**config.mk**
```make
export PLATFORM = sky130hd
export DESIGN_NAME = link_delay_buffer_release
export DESIGN_NICKNAME = d
export VERILOG_FILES = /design/src/verilog/link_delay_pkg.sv /design/src/verilog/link_delay_buffer_release.sv
export SDC_FILE = /design/constraint.sdc
export NUM_CORES = 2
export LEC_CHECK = 0
export ABC_AREA = 1
export BUFFER_PORTS_ARGS = -buffer_cell sky130_fd_sc_hd__buf_2
export CORE_MARGIN = 4
export CORE_UTILIZATION = 40
export CTS_CLUSTER_DIAMETER = 100
export DETAILED_ROUTE_END_ITERATION = 8
export PLACE_DENSITY_LB_ADDON = 0.1
export RECOVER_POWER = 50
export SETUP_SLACK_MARGIN = 0.5
export SLEW_MARGIN = 20
export SYNTH_ARGS = -nofsm -noshare
export SYNTH_HDL_FRONTEND = slang
export SYNTH_HIERARCHICAL = 1
export SYNTH_SLANG_ARGS = --single-unit
```
**constraint.sdc**
```tcl
create_clock -name clk -period 6.7 [get_ports clk]
set_input_delay 1.675 -clock clk [delete_from_list [all_inputs] [get_ports clk]]
set_output_delay 1.675 -clock clk [all_outputs]
set_load 0.1 [all_outputs]
```
**src/verilog/link_delay_pkg.sv**
```systemverilog
// Summary of operation
// - each link derives its local multiframe clock by delaying the aligned one.
// - all lanes of a link are read in the same local multiframe period.
// - samples are released that many cycles after the local multiframe boundary.
// - the receive buffer delay accepts 0 to 12 processing cycles.
// - both delays count processing cycles, each 4/f frame clocks.
// - one processing cycle spans four lane byte periods.
// - a multiframe is 16 cycles at two octets per frame, 8 at one.
// - latency readback counts cycles from undelayed local boundary to first sample.
// - the latency readback wraps modulo the cycles per multiframe.
// - the internal multiframe clock aligns to the accepted reference edge.
// - a multiframe always holds 32 frames.
package link_delay_pkg;
	localparam logic [11:0] LATENCY_ADDR = 12'h302;
	localparam logic [11:0] MF_DELAY_ADDR = 12'h304;
	localparam logic [11:0] RELEASE_ADDR = 12'h306;
	localparam logic [7:0] MF_DELAY_RESET = 8'h00;
	localparam logic [7:0] RELEASE_RESET = 8'h00;
	localparam logic [7:0] MAX_RELEASE = 8'h0c;
	localparam int FRAMES_PER_MF = 32;
	localparam int BYTES_PER_CYCLE = 4;
	localparam logic [4:0] CYCLES_MF_F1 = 5'(FRAMES_PER_MF / BYTES_PER_CYCLE);
	localparam logic [4:0] CYCLES_MF_F2 = 5'(2 * FRAMES_PER_MF / BYTES_PER_CYCLE);
	localparam int LANES = 4;
	localparam int SAMPLE_W = 32;
	localparam int FIFO_DEPTH = 16;
	typedef struct packed {
		logic [11:0] addr;
		logic write;
		logic read;
		logic [7:0] wdata;
	} reg_req_type;
	typedef struct packed {
		logic valid;
		logic [LANES*SAMPLE_W-1:0] data;
	} sample_type;
endpackage

```
**src/verilog/link_delay_buffer_release.sv**
```systemverilog
`timescale 1ns/1ps
module sample_fifo #(
	parameter int WIDTH = 8,
	parameter int DEPTH = 16
) (
	// clock and reset
	input wire logic clk,
	input wire logic rstn,
	// fill side
	input wire logic inValid,
	output logic inReady,
	input wire logic [WIDTH-1:0] inData,
	// drain side
	output logic outValid,
	input wire logic outReady,
	output logic [WIDTH-1:0] outData
);
	localparam int AW = $clog2(DEPTH);
	logic [WIDTH-1:0] mem [DEPTH];
	logic [AW:0] wrPtr, rdPtr, next_wrPtr, next_rdPtr;
	logic push, pop;
	// pointer arithmetic
	always_comb begin
		push = inValid && inReady;
		pop = outValid && outReady;
		next_wrPtr = wrPtr + (AW+1)'(push);
		next_rdPtr = rdPtr + (AW+1)'(pop);
	end
	assign inReady = (wrPtr - rdPtr) != (AW+1)'(DEPTH);
	assign outValid = wrPtr != rdPtr;
	assign outData = mem[rdPtr[AW-1:0]];
	always_ff @(posedge clk or negedge rstn) begin
		if (!rstn) begin
			wrPtr <= '0;
			rdPtr <= '0;
		end else begin
			wrPtr <= next_wrPtr;
			rdPtr <= next_rdPtr;
		end
	end
	// storage
	always_ff @(posedge clk) begin
		if (push) begin
			mem[wrPtr[AW-1:0]] <= inData;
		end
	end
endmodule // sample_fifo

module link_delay_buffer_release #(
	parameter int LANES = link_delay_pkg::LANES,
	parameter int SAMPLE_W = link_delay_pkg::SAMPLE_W,
	parameter int FIFO_DEPTH = link_delay_pkg::FIFO_DEPTH
) (
	// clock and reset
	input wire logic clk,
	input wire logic resetn,
	// register port
	input wire link_delay_pkg::reg_req_type regReq,
	output logic [7:0] regRdata,
	output logic regRvalid,
	// mode and alignment
	input wire logic twoOctets,
	input wire logic alignedBoundary,
	input wire logic firstSample,
	// lane samples from deframer
	input wire link_delay_pkg::sample_type laneIn,
	output logic laneReady,
	// released samples
	output link_delay_pkg::sample_type sampleOut,
	input wire logic sampleReady,
	// local multiframe clock
	output logic localBoundary
);
	import link_delay_pkg::*;
	logic rstMeta, rstn;
	logic [7:0] mfDelay, next_mfDelay, relDelay, next_relDelay;
	logic [7:0] latency, next_latency, next_rdata;
	logic next_rvalid;
	logic [4:0] alignCnt, next_alignCnt, localCnt, next_localCnt, cyclesMf;
	logic [3:0] relCnt, next_relCnt;
	logic releasing, next_releasing, held, next_held;
	logic fifoValid, fifoReady;
	logic [LANES*SAMPLE_W-1:0] fifoData;
	logic next_outValid;
	logic [LANES*SAMPLE_W-1:0] next_outData;

	function automatic logic [4:0] wrapInc(input logic [4:0] v, input logic [4:0] m);
		wrapInc = (v + 5'h01 >= m) ? 5'h00 : v + 5'h01;
	endfunction

	// reset release synchroniser
	always_ff @(posedge clk or negedge resetn) begin
		if (!resetn) begin
			rstMeta <= 1'b0;
			rstn <= 1'b0;
		end else begin
			rstMeta <= 1'b1;
			rstn <= rstMeta;
		end
	end

	assign cyclesMf = twoOctets ? CYCLES_MF_F2 : CYCLES_MF_F1;

	// register access
	always_comb begin
		next_mfDelay = mfDelay;
		next_relDelay = relDelay;
		next_rdata = regRdata;
		next_rvalid = regReq.read;
		if (regReq.write && regReq.addr == MF_DELAY_ADDR) begin
			next_mfDelay = regReq.wdata;
		end
		if (regReq.write && regReq.addr == RELEASE_ADDR) begin
			next_relDelay = regReq.wdata;
		end
		if (regReq.read) begin
			unique case (regReq.addr)
				LATENCY_ADDR: next_rdata = latency;
				MF_DELAY_ADDR: next_rdata = mfDelay;
				RELEASE_ADDR: next_rdata = relDelay;
				default: next_rdata = 8'h00;
			endcase
		end
	end

	// multiframe counters and latency capture
	always_comb begin
		next_alignCnt = wrapInc(alignCnt, cyclesMf);
		if (alignedBoundary) begin
			next_alignCnt = 5'h01;
		end
		next_localCnt = (alignedBoundary && mfDelay == 8'h00) ? 5'h01 :
			(alignCnt == mfDelay[4:0] ? 5'h01 : wrapInc(localCnt, cyclesMf));
		next_latency = latency;
		if (firstSample) begin
			next_latency = {3'h0, alignCnt};
		end
	end
	assign localBoundary = localCnt == 5'h00;

	// release timing
	always_comb begin
		next_releasing = releasing;
		next_held = held;
		next_relCnt = relCnt;
		if (held && localBoundary) begin
			next_relCnt = (relDelay > MAX_RELEASE) ? MAX_RELEASE[3:0] : relDelay[3:0];
			next_held = 1'b0;
			if (relDelay == 8'h00) begin
				next_releasing = 1'b1;
			end
		end else if (!held && !releasing && relCnt != 4'h0) begin
			next_relCnt = relCnt - 4'h1;
			if (relCnt == 4'h1) begin
				next_releasing = 1'b1;
			end
		end
		// new first sample wins over a boundary in the same cycle
		if (firstSample) begin
			next_held = 1'b1;
			next_releasing = 1'b0;
		end
	end

	sample_fifo #(.WIDTH(LANES*SAMPLE_W), .DEPTH(FIFO_DEPTH)) u_fifo (
		.clk(clk),
		.rstn(rstn),
		.inValid(laneIn.valid),
		.inReady(laneReady),
		.inData(laneIn.data),
		.outValid(fifoValid),
		.outReady(fifoReady),
		.outData(fifoData)
	);

	// output stage
	assign fifoReady = releasing && (!sampleOut.valid || sampleReady);
	always_comb begin
		next_outValid = sampleOut.valid && !sampleReady;
		next_outData = sampleOut.data;
		if (fifoReady && fifoValid) begin
			next_outValid = 1'b1;
			next_outData = fifoData;
		end
	end

	always_ff @(posedge clk or negedge rstn) begin
		if (!rstn) begin
			mfDelay <= MF_DELAY_RESET;
			relDelay <= RELEASE_RESET;
			latency <= 8'h00;
			regRdata <= 8'h00;
			regRvalid <= 1'b0;
			alignCnt <= 5'h00;
			localCnt <= 5'h00;
			relCnt <= 4'h0;
			releasing <= 1'b0;
			held <= 1'b0;
			sampleOut <= '0;
		end else begin
			mfDelay <= next_mfDelay;
			relDelay <= next_relDelay;
			latency <= next_latency;
			regRdata <= next_rdata;
			regRvalid <= next_rvalid;
			alignCnt <= next_alignCnt;
			localCnt <= next_localCnt;
			relCnt <= next_relCnt;
			releasing <= next_releasing;
			held <= next_held;
			sampleOut.valid <= next_outValid;
			sampleOut.data <= next_outData;
		end
	end

	// checks
	// wrap check
	chk_latency_wrap: assert property (@(posedge clk) disable iff (!rstn)
		firstSample |=> latency < {3'h0, cyclesMf}) else $error("latency out of range");
	chk_latency_capture: assert property (@(posedge clk) disable iff (!rstn)
		firstSample |=> latency == {3'h0, $past(alignCnt)}) else $error("latency not captured");
	chk_local_delay: assert property (@(posedge clk) disable iff (!rstn)
		(alignCnt == mfDelay[4:0] && !alignedBoundary && mfDelay != 8'h00) |=> localCnt == 5'h01)
		else $error("local clock not delayed");
	chk_mf_length: assert property (@(posedge clk) disable iff (!rstn)
		alignCnt < cyclesMf || $past(alignedBoundary)) else $error("multiframe overrun");
	chk_no_early: assert property (@(posedge clk) disable iff (!rstn)
		held |-> !releasing) else $error("release before boundary");
	chk_delay_bound: assert property (@(posedge clk) disable iff (!rstn)
		relCnt <= MAX_RELEASE[3:0]) else $error("release delay above limit");
	chk_release_time: assert property (@(posedge clk) disable iff (!rstn)
		(held && localBoundary && relDelay == 8'h00) |=> releasing) else $error("zero delay stalled");
	chk_output_hold: assert property (@(posedge clk) disable iff (!rstn)
		(sampleOut.valid && !sampleReady) |=> sampleOut.valid && $stable(sampleOut.data))
		else $error("output dropped under stall");
	cov_release: cover property (@(posedge clk) disable iff (!rstn) $rose(releasing));
	cov_full: cover property (@(posedge clk) disable iff (!rstn) !laneReady);
	cov_wrap: cover property (@(posedge clk) disable iff (!rstn) firstSample && alignCnt == 5'h00);
endmodule // link_delay_buffer_release

```
# Yosys cells after proc, flatten, opt, wreduce, memory -nomap -nowiden
# Memories as Yosys holds them, arrays and structs flattened. A register that Yosys moved wholly into a read port is not among the register bits.
# Cells that the tools add are included.
dict set report word_totals {
  out_inout_bits 140
  inputBits 157
  regBits 59
  memories 1
  wordCells 78
  mem_bits_rw 2048
}
dict set report classes {
  order_cmp 3
  addsub 6
  n_reduce_logical 25
  mux 20
  n_eq_ne 8
}
# name words width read_ports rd_ports_with_merged_regs wr line_no
set mem_list {}
lappend mem_list {u_fifo.mem 16 128 1 1 1 link_delay_buffer_release.sv:19} ;# logic [WIDTH-1:0] mem [DEPTH];
# op n
set ops {}
lappend ops {{equality test 12 x 10 -> 1 bit (second input constant)} 3}
lappend ops {{2-to-1 mux 5 bit} 6}
lappend ops {{case mux 8 bit (3 select lines)} 1}
lappend ops {{logical NOT 8 bit} 2}
lappend ops {{2-to-1 mux 4 bit} 3}
lappend ops {{adder 5 x 1 -> 5 bit} 2}
lappend ops {{adder 5 x 1 -> 5 bit (second input constant)} 2}
lappend ops {{>= comparator 5 bit} 2}
lappend ops {{logical AND 1 bit} 10}
lappend ops {{2-to-1 mux 1 bit} 10}
lappend ops {{greater-than comparator 8 x 4 -> 1 bit (second input constant)} 1}
lappend ops {{nonzero test 3 bit} 2}
lappend ops {{equality test 5 bit} 1}
lappend ops {{logical NOT 1 bit} 5}
lappend ops {{logical NOT 5 bit} 1}
lappend ops {{inequality test 5 bit} 1}
lappend ops {{inequality test 5 bit (second input constant)} 1}
lappend ops {{subtractor 5 bit} 1}
lappend ops {{equality test 4 x 1 -> 1 bit (second input constant)} 1}
lappend ops {{nonzero test 2 bit} 2}
lappend ops {{nonzero test 4 bit} 1}
lappend ops {{subtractor 4 x 1 -> 4 bit (second input constant)} 1}
lappend ops {{inequality test 3 x 2 -> 1 bit (second input constant)} 1}
lappend ops {{AND reduction 3 bit} 1}
lappend ops {{logical OR 1 bit} 1}

# Logic depth before layout (Yosys ltp)
dict set report depth {
  depth_word 6
  mapped_depth 19
  ltp_nobuf 16
}

# By module
# The synthesis kept the hierarchy.
# mod area_per_inst_um2 cells_per_inst seq_area_each_um2 n_inst
set modules_own_cells {}
lappend modules_own_cells {sample_fifo 81336.8 6417 61749.2 1}
lappend modules_own_cells {link_delay_buffer_release 7805.0 578 4429.2 1}

# Least setup slack after synthesis
# OpenSTA, ideal clock, no wires.
dict set report synth_path {
  path_kind {register to register}
  startpoint {register u_fifo.rdPtr[1]}
  endpoint {memory u_fifo/mem[10][0] (netlist bit), enable pin}
  required_time_ns 6.084
  t_arrival_ns 8.159
  setup_slack_ns -2.075
  period_less_slack_ns 8.775
  setup_time_ns 0.616
  path_stages_with_launch 16
  path_buffers 4
  cell_sequence {dfrtp_1 -> buf_2 -> buf_2 -> clkbuf_1 -> inv_1 -> ha_1 -> nand2_1 -> nand2_1 -> nand2_1 -> nand2_1 -> nand2_1 -> nand2_1 -> nand2_1 -> nand2_1 -> buf_2 -> nor2_1}
}
dict set report synth_via {
  elab_chain_cells 5
}
# item line_no
set synth_lines {}
lappend synth_lines {{from (decl)} link_delay_buffer_release.sv:20} ;# logic [AW:0] wrPtr, rdPtr, next_wrPtr, next_rdPtr;
lappend synth_lines {{from (signal assigned)} link_delay_buffer_release.sv:38} ;# rdPtr <= next_rdPtr;
lappend synth_lines {{subtractor 5 bit} link_delay_buffer_release.sv:29} ;# assign inReady = (wrPtr - rdPtr) != (AW+1)'(DEPTH);
lappend synth_lines {{inequality test 5 bit} link_delay_buffer_release.sv:29}
lappend synth_lines {{via laneReady} link_delay_buffer_release.sv:67} ;# output logic laneReady,
lappend synth_lines {{logical AND 1 bit} link_delay_buffer_release.sv:24} ;# push = inValid && inReady;
lappend synth_lines {{2-to-1 mux 1 bit} link_delay_buffer_release.sv:43} ;# if (push) begin
lappend synth_lines {{2-to-1 mux 1 bit (not written as such)} link_delay_buffer_release.sv:44} ;# mem[wrPtr[AW-1:0]] <= inData;
lappend synth_lines {{to (decl)} link_delay_buffer_release.sv:19}
# The timed path passes the listed nets, and every way through them passes these cells.

# Worst setup path after layout
dict set report layout_path {
  startpoint {register u_fifo.rdPtr[2]}
  endpoint {memory u_fifo/mem[13][42] (netlist bit), enable pin}
}
dict set report layout_via {
  elab_chain_cells 5
}
# item line_no
set layout_lines {}
lappend layout_lines {{subtractor 5 bit} link_delay_buffer_release.sv:29}
lappend layout_lines {{inequality test 5 bit} link_delay_buffer_release.sv:29}
lappend layout_lines {{logical AND 1 bit} link_delay_buffer_release.sv:24}
lappend layout_lines {{2-to-1 mux 1 bit} link_delay_buffer_release.sv:43}
lappend layout_lines {{2-to-1 mux 1 bit (not written as such)} link_delay_buffer_release.sv:44}
# Every way passes these cells.

==> flow_summary.toml <==
[power]
switching_share = 0.396
leakage_nw = 34.8
p_per_area_mw_per_mm2 = 475
switching_power_mw = 19.0
power.internal_mw = 29.0
peakVddDrop_mv = 0.686
comb_power_share = 0.359
pwr-share-seq = 0.372
p_clk_frac = 0.268

[timing]
hold_viol_final = 0
worst_pin_slew_ns = 3.50
finalMaxSlewViolations = 97
finalSetupViolCount = 0
min_period_over_period = 0.774
fin_setup_tns_ns = 0
whs_ns = 0.351
finalCriticalPeriod_ns = 5.19
final.setup.worst_slack_ns = 1.51
skew_ns = 0.0254
relSlewSlack = -1.33
fmax_ghz = 0.193
rsz0062_at_grt = "false"

[routing]
drt-initial-drc-count = 4218
post_drt_wl_per_cell_um = 23.7
drt_wl_total_um = 247000
drc = 0
drtAntennaViolNets = 0
num_vias = 54600
via_per_inst = 5.25
drtPass1Iterations = 7

[place]
io_buffers = 296
post-place-ws_ns = 2.52
place_congestion = 0.744
place_hpwl_um = 113000

[grt]
grt.met1_usage = 0.287
grt_pass1_vias = 54000
antenna_found_initial = 48
met3_usage = 0.0320
grt_max_degree = 223
met2_usage = 0.361
busiest_layer = "met2"
track_usage = 0.211
grt_pass1_wl_um = 365000
gr-total-overflow = 0

[floorplanning]
die_h_um = 480
num_io_pins = 297
dieArea_mm2 = 0.230
die_w_um = 480
start_util = 0.402
row_count = 173
core_area_mm2 = 0.222

[clocking]
post_cts_resized = 0
cts.sinks = 2235
post-cts-setup-buffers = 0
postCtsHoldBufs = 0
clock_path_buffers = 3
h-tree-depth = 4
clk_pin_slew_ns = 0.06
clk_latency_ns = 0.85
numCtsBuffers = 237
cts_root_buffer = "clkbuf_16"
cts_tree = "yes"

[synthesis]
avgSynthCellArea_um2 = 12.7
netlist_area_mm2 = 0.0891
synth_xor_area_frac = 0.00197
yosys-mux-area-fraction = 0.0208
synthArstFlopShare = 0.0837
syn_nets = 7171
ys_seq_area_frac = 0.742
synth_warnings = 6
synth_top_family_by_area = "simple AND/OR/NAND/NOR gates"
synth-seq-cells = 2235
synthFlopType = "edfxtp_1"
synth_edf_count = 2048
synthDistinctLibCells = 37
synthAdderAreaFrac = 0.00267
synth_compound_area_frac = 0.0952
syn_inst = 6995
yosys.area_share.simple = 0.105

[layout]
drive_gt1_frac = 0.101
nNetsFinal = 7358
syn_to_final_growth_pct = 13.3

[worst_setup_path]
path_common_cell = "nand2_1"
crit_required_ns = 7.18
cp_slowest_stage_delay_ns = 1.37
reg2reg_depth = 11
cp.arrival_ns = 5.67
critical_path.startpoint = "u_fifo/rdPtr[2]$_DFF_PN0_"
criticalPathCategory = "flip-flop to flip-flop"
cp-end-kind = "flip-flop"
reg2reg_from = "u_fifo/rdPtr[2]$_DFF_PN0_"
path_cells = "inv_6 -> ha_1 -> or2_2 -> nand3_1 -> nand2_1 -> nor2_1 -> nand2_1 -> nand2_1 -> clkbuf_1 -> nor2_1 -> buf_12"
cp_slowest_cell = "clkbuf_1"
startpoint_type = "flip-flop"
crit_fanout = 70

[flow_run]
max_cap_viol_count = 2

[min_path]
hold_depth = 0
worstHoldStart = "rstMeta$_DFF_PN0_"
hold_class = "flip-flop to flip-flop"

[run_status]
status = "complete, but fails checks"
violations = "max-capacitance violations, max-slew violations"
[synthesized netlist by cell type, types with 4 or more instances]
cell type | n | area share
a21oi_1 | 4 | 0.00022
buf_1 | 69 | 0.0029
buf_12 | 10 | 0.0022
buf_2 | 98 | 0.0055
buf_4 | 33 | 0.0028
buf_6 | 20 | 0.0025
clkbuf_1 | 200 | 0.0084
clkinv_1 | 14 | 0.00059
dfrtp_1 | 187 | 0.052
edfxtp_1 | 2048 | 0.69
ha_1 | 19 | 0.0027
inv_1 | 163 | 0.0069
inv_2 | 7 | 0.00029
mux2_2 | 19 | 0.0024
mux2_4 | 109 | 0.018
nand2_1 | 624 | 0.026
nand3_1 | 183 | 0.010
nor2_1 | 1590 | 0.067
o211ai_1 | 256 | 0.022
o21ai_0 | 959 | 0.054
o21ai_1 | 342 | 0.019
xnor2_1 | 7 | 0.00069
xor2_1 | 13 | 0.0013
[layout by cell type (no fill, tap or decap), types with 9 or more instances in the layout]
cell,Yosys,routed
buf_12,10,43
nand3_1,183,185
edfxtp_1,2048,2048
inv_6,0,9
clkinv_2,0,36
buf_4,33,34
clkbuf_1,200,220
ha_1,19,19
clkbuf_8,0,38
bufinv_16,0,11
nand2_1,624,624
o21ai_0,959,964
dfrtp_1,187,184
buf_2,98,164
inv_1,163,160
clkbuf_16,0,241
diode_2,0,22
o211ai_1,256,256
xor2_1,13,13
nor2_1,1590,1575
o21ai_1,342,337
mux2_2,19,19
nor2_4,1,16
clkinv_1,14,37
mux2_4,109,105
[final cells by class]
class,instances,area (µm²)
antenna,22,55.1
clock inverter,87,806
fill,20200,121000
timing repair buffer,379,2480
tap,2975,3720
clock buffer,365,6880
sequential,2235,66200
inverter,185,726
multi-input combinational,4144,20200
[layer usage]
metal	vias to the layer above	share of wire	wire length, µm
met5	-	0.00038	94
met4	14	0.017	4210
met3	319	0.044	10900
met2	1098	0.49	121000
met1	27800	0.45	111000
li1	25400	-	-
[cell families after synthesis]
logic type | count (synthesis)
buffers and inverters | 616
AND/OR/NAND/NOR | 2412
other | 1
XOR/XNOR | 20
flip-flops | 2235
AO/OA/AOI/OAI | 1564
adder cells (fa/ha/maj) | 19
multiplexers | 128
[state kept, by name (all words and copies together) (netlist names), 4 cells and up]
signal	cells
u_fifo/mem	2048
sampleOut	129
mfDelay	8
regRdata	8
relDelay	8
alignCnt	5
latency	5
localCnt	5
u_fifo/rdPtr	5
u_fifo/wrPtr	5
relCnt	4
[power groups by stage]
stage	Combinational, mW	Sequential, mW	Clock, mW
3_5_place_dp	17.5	18.2	0
5_1_grt	19.0	18.0	13.8
4_1_cts	17.5	17.9	13.2
3_3_place_gp	17.4	18.2	0
6_report	17.3	17.9	12.9
2_1_floorplan	9.77	20.8	0
[metrics by stage]
stage / area (µm²) / power [mW] / util / cells
CTS: 101000 / 48.6 / 0.456 / 10400
global placement: 93500 / 35.6 / 0.421 / 9916
detailed placement: 93500 / 35.6 / 0.422 / 9918
global route: 101000 / 50.8 / 0.455 / 10400
floorplan: 89200 / 30.6 / - / 6995
finish: 101000 / 48.0 / 0.455 / 10400
[critical path: cells and delay by family (launching register included)]
kind	cells	cell delay, ns
simple gates	7	1.39
fa+ha+maj	1	0.42
buf+inv	3	2.32
flops	1	0.52
[path summary, 6_finish.rpt]
path	end	slack, ns
min reg2reg	rstn$_DFF_PN0_	0.35
max in group asynchronous	sampleOut[114]$_DFFE_PN0P_	1.63
max	u_fifo/mem[13][42]$_DFFE_PP_	1.51
min	rstn$_DFF_PN0_	0.35
min in group asynchronous	sampleOut[42]$_DFFE_PN0P_	0.49
max reg2reg	u_fifo/mem[13][42]$_DFFE_PP_	1.51
Power figures use the tool's default switching activity.
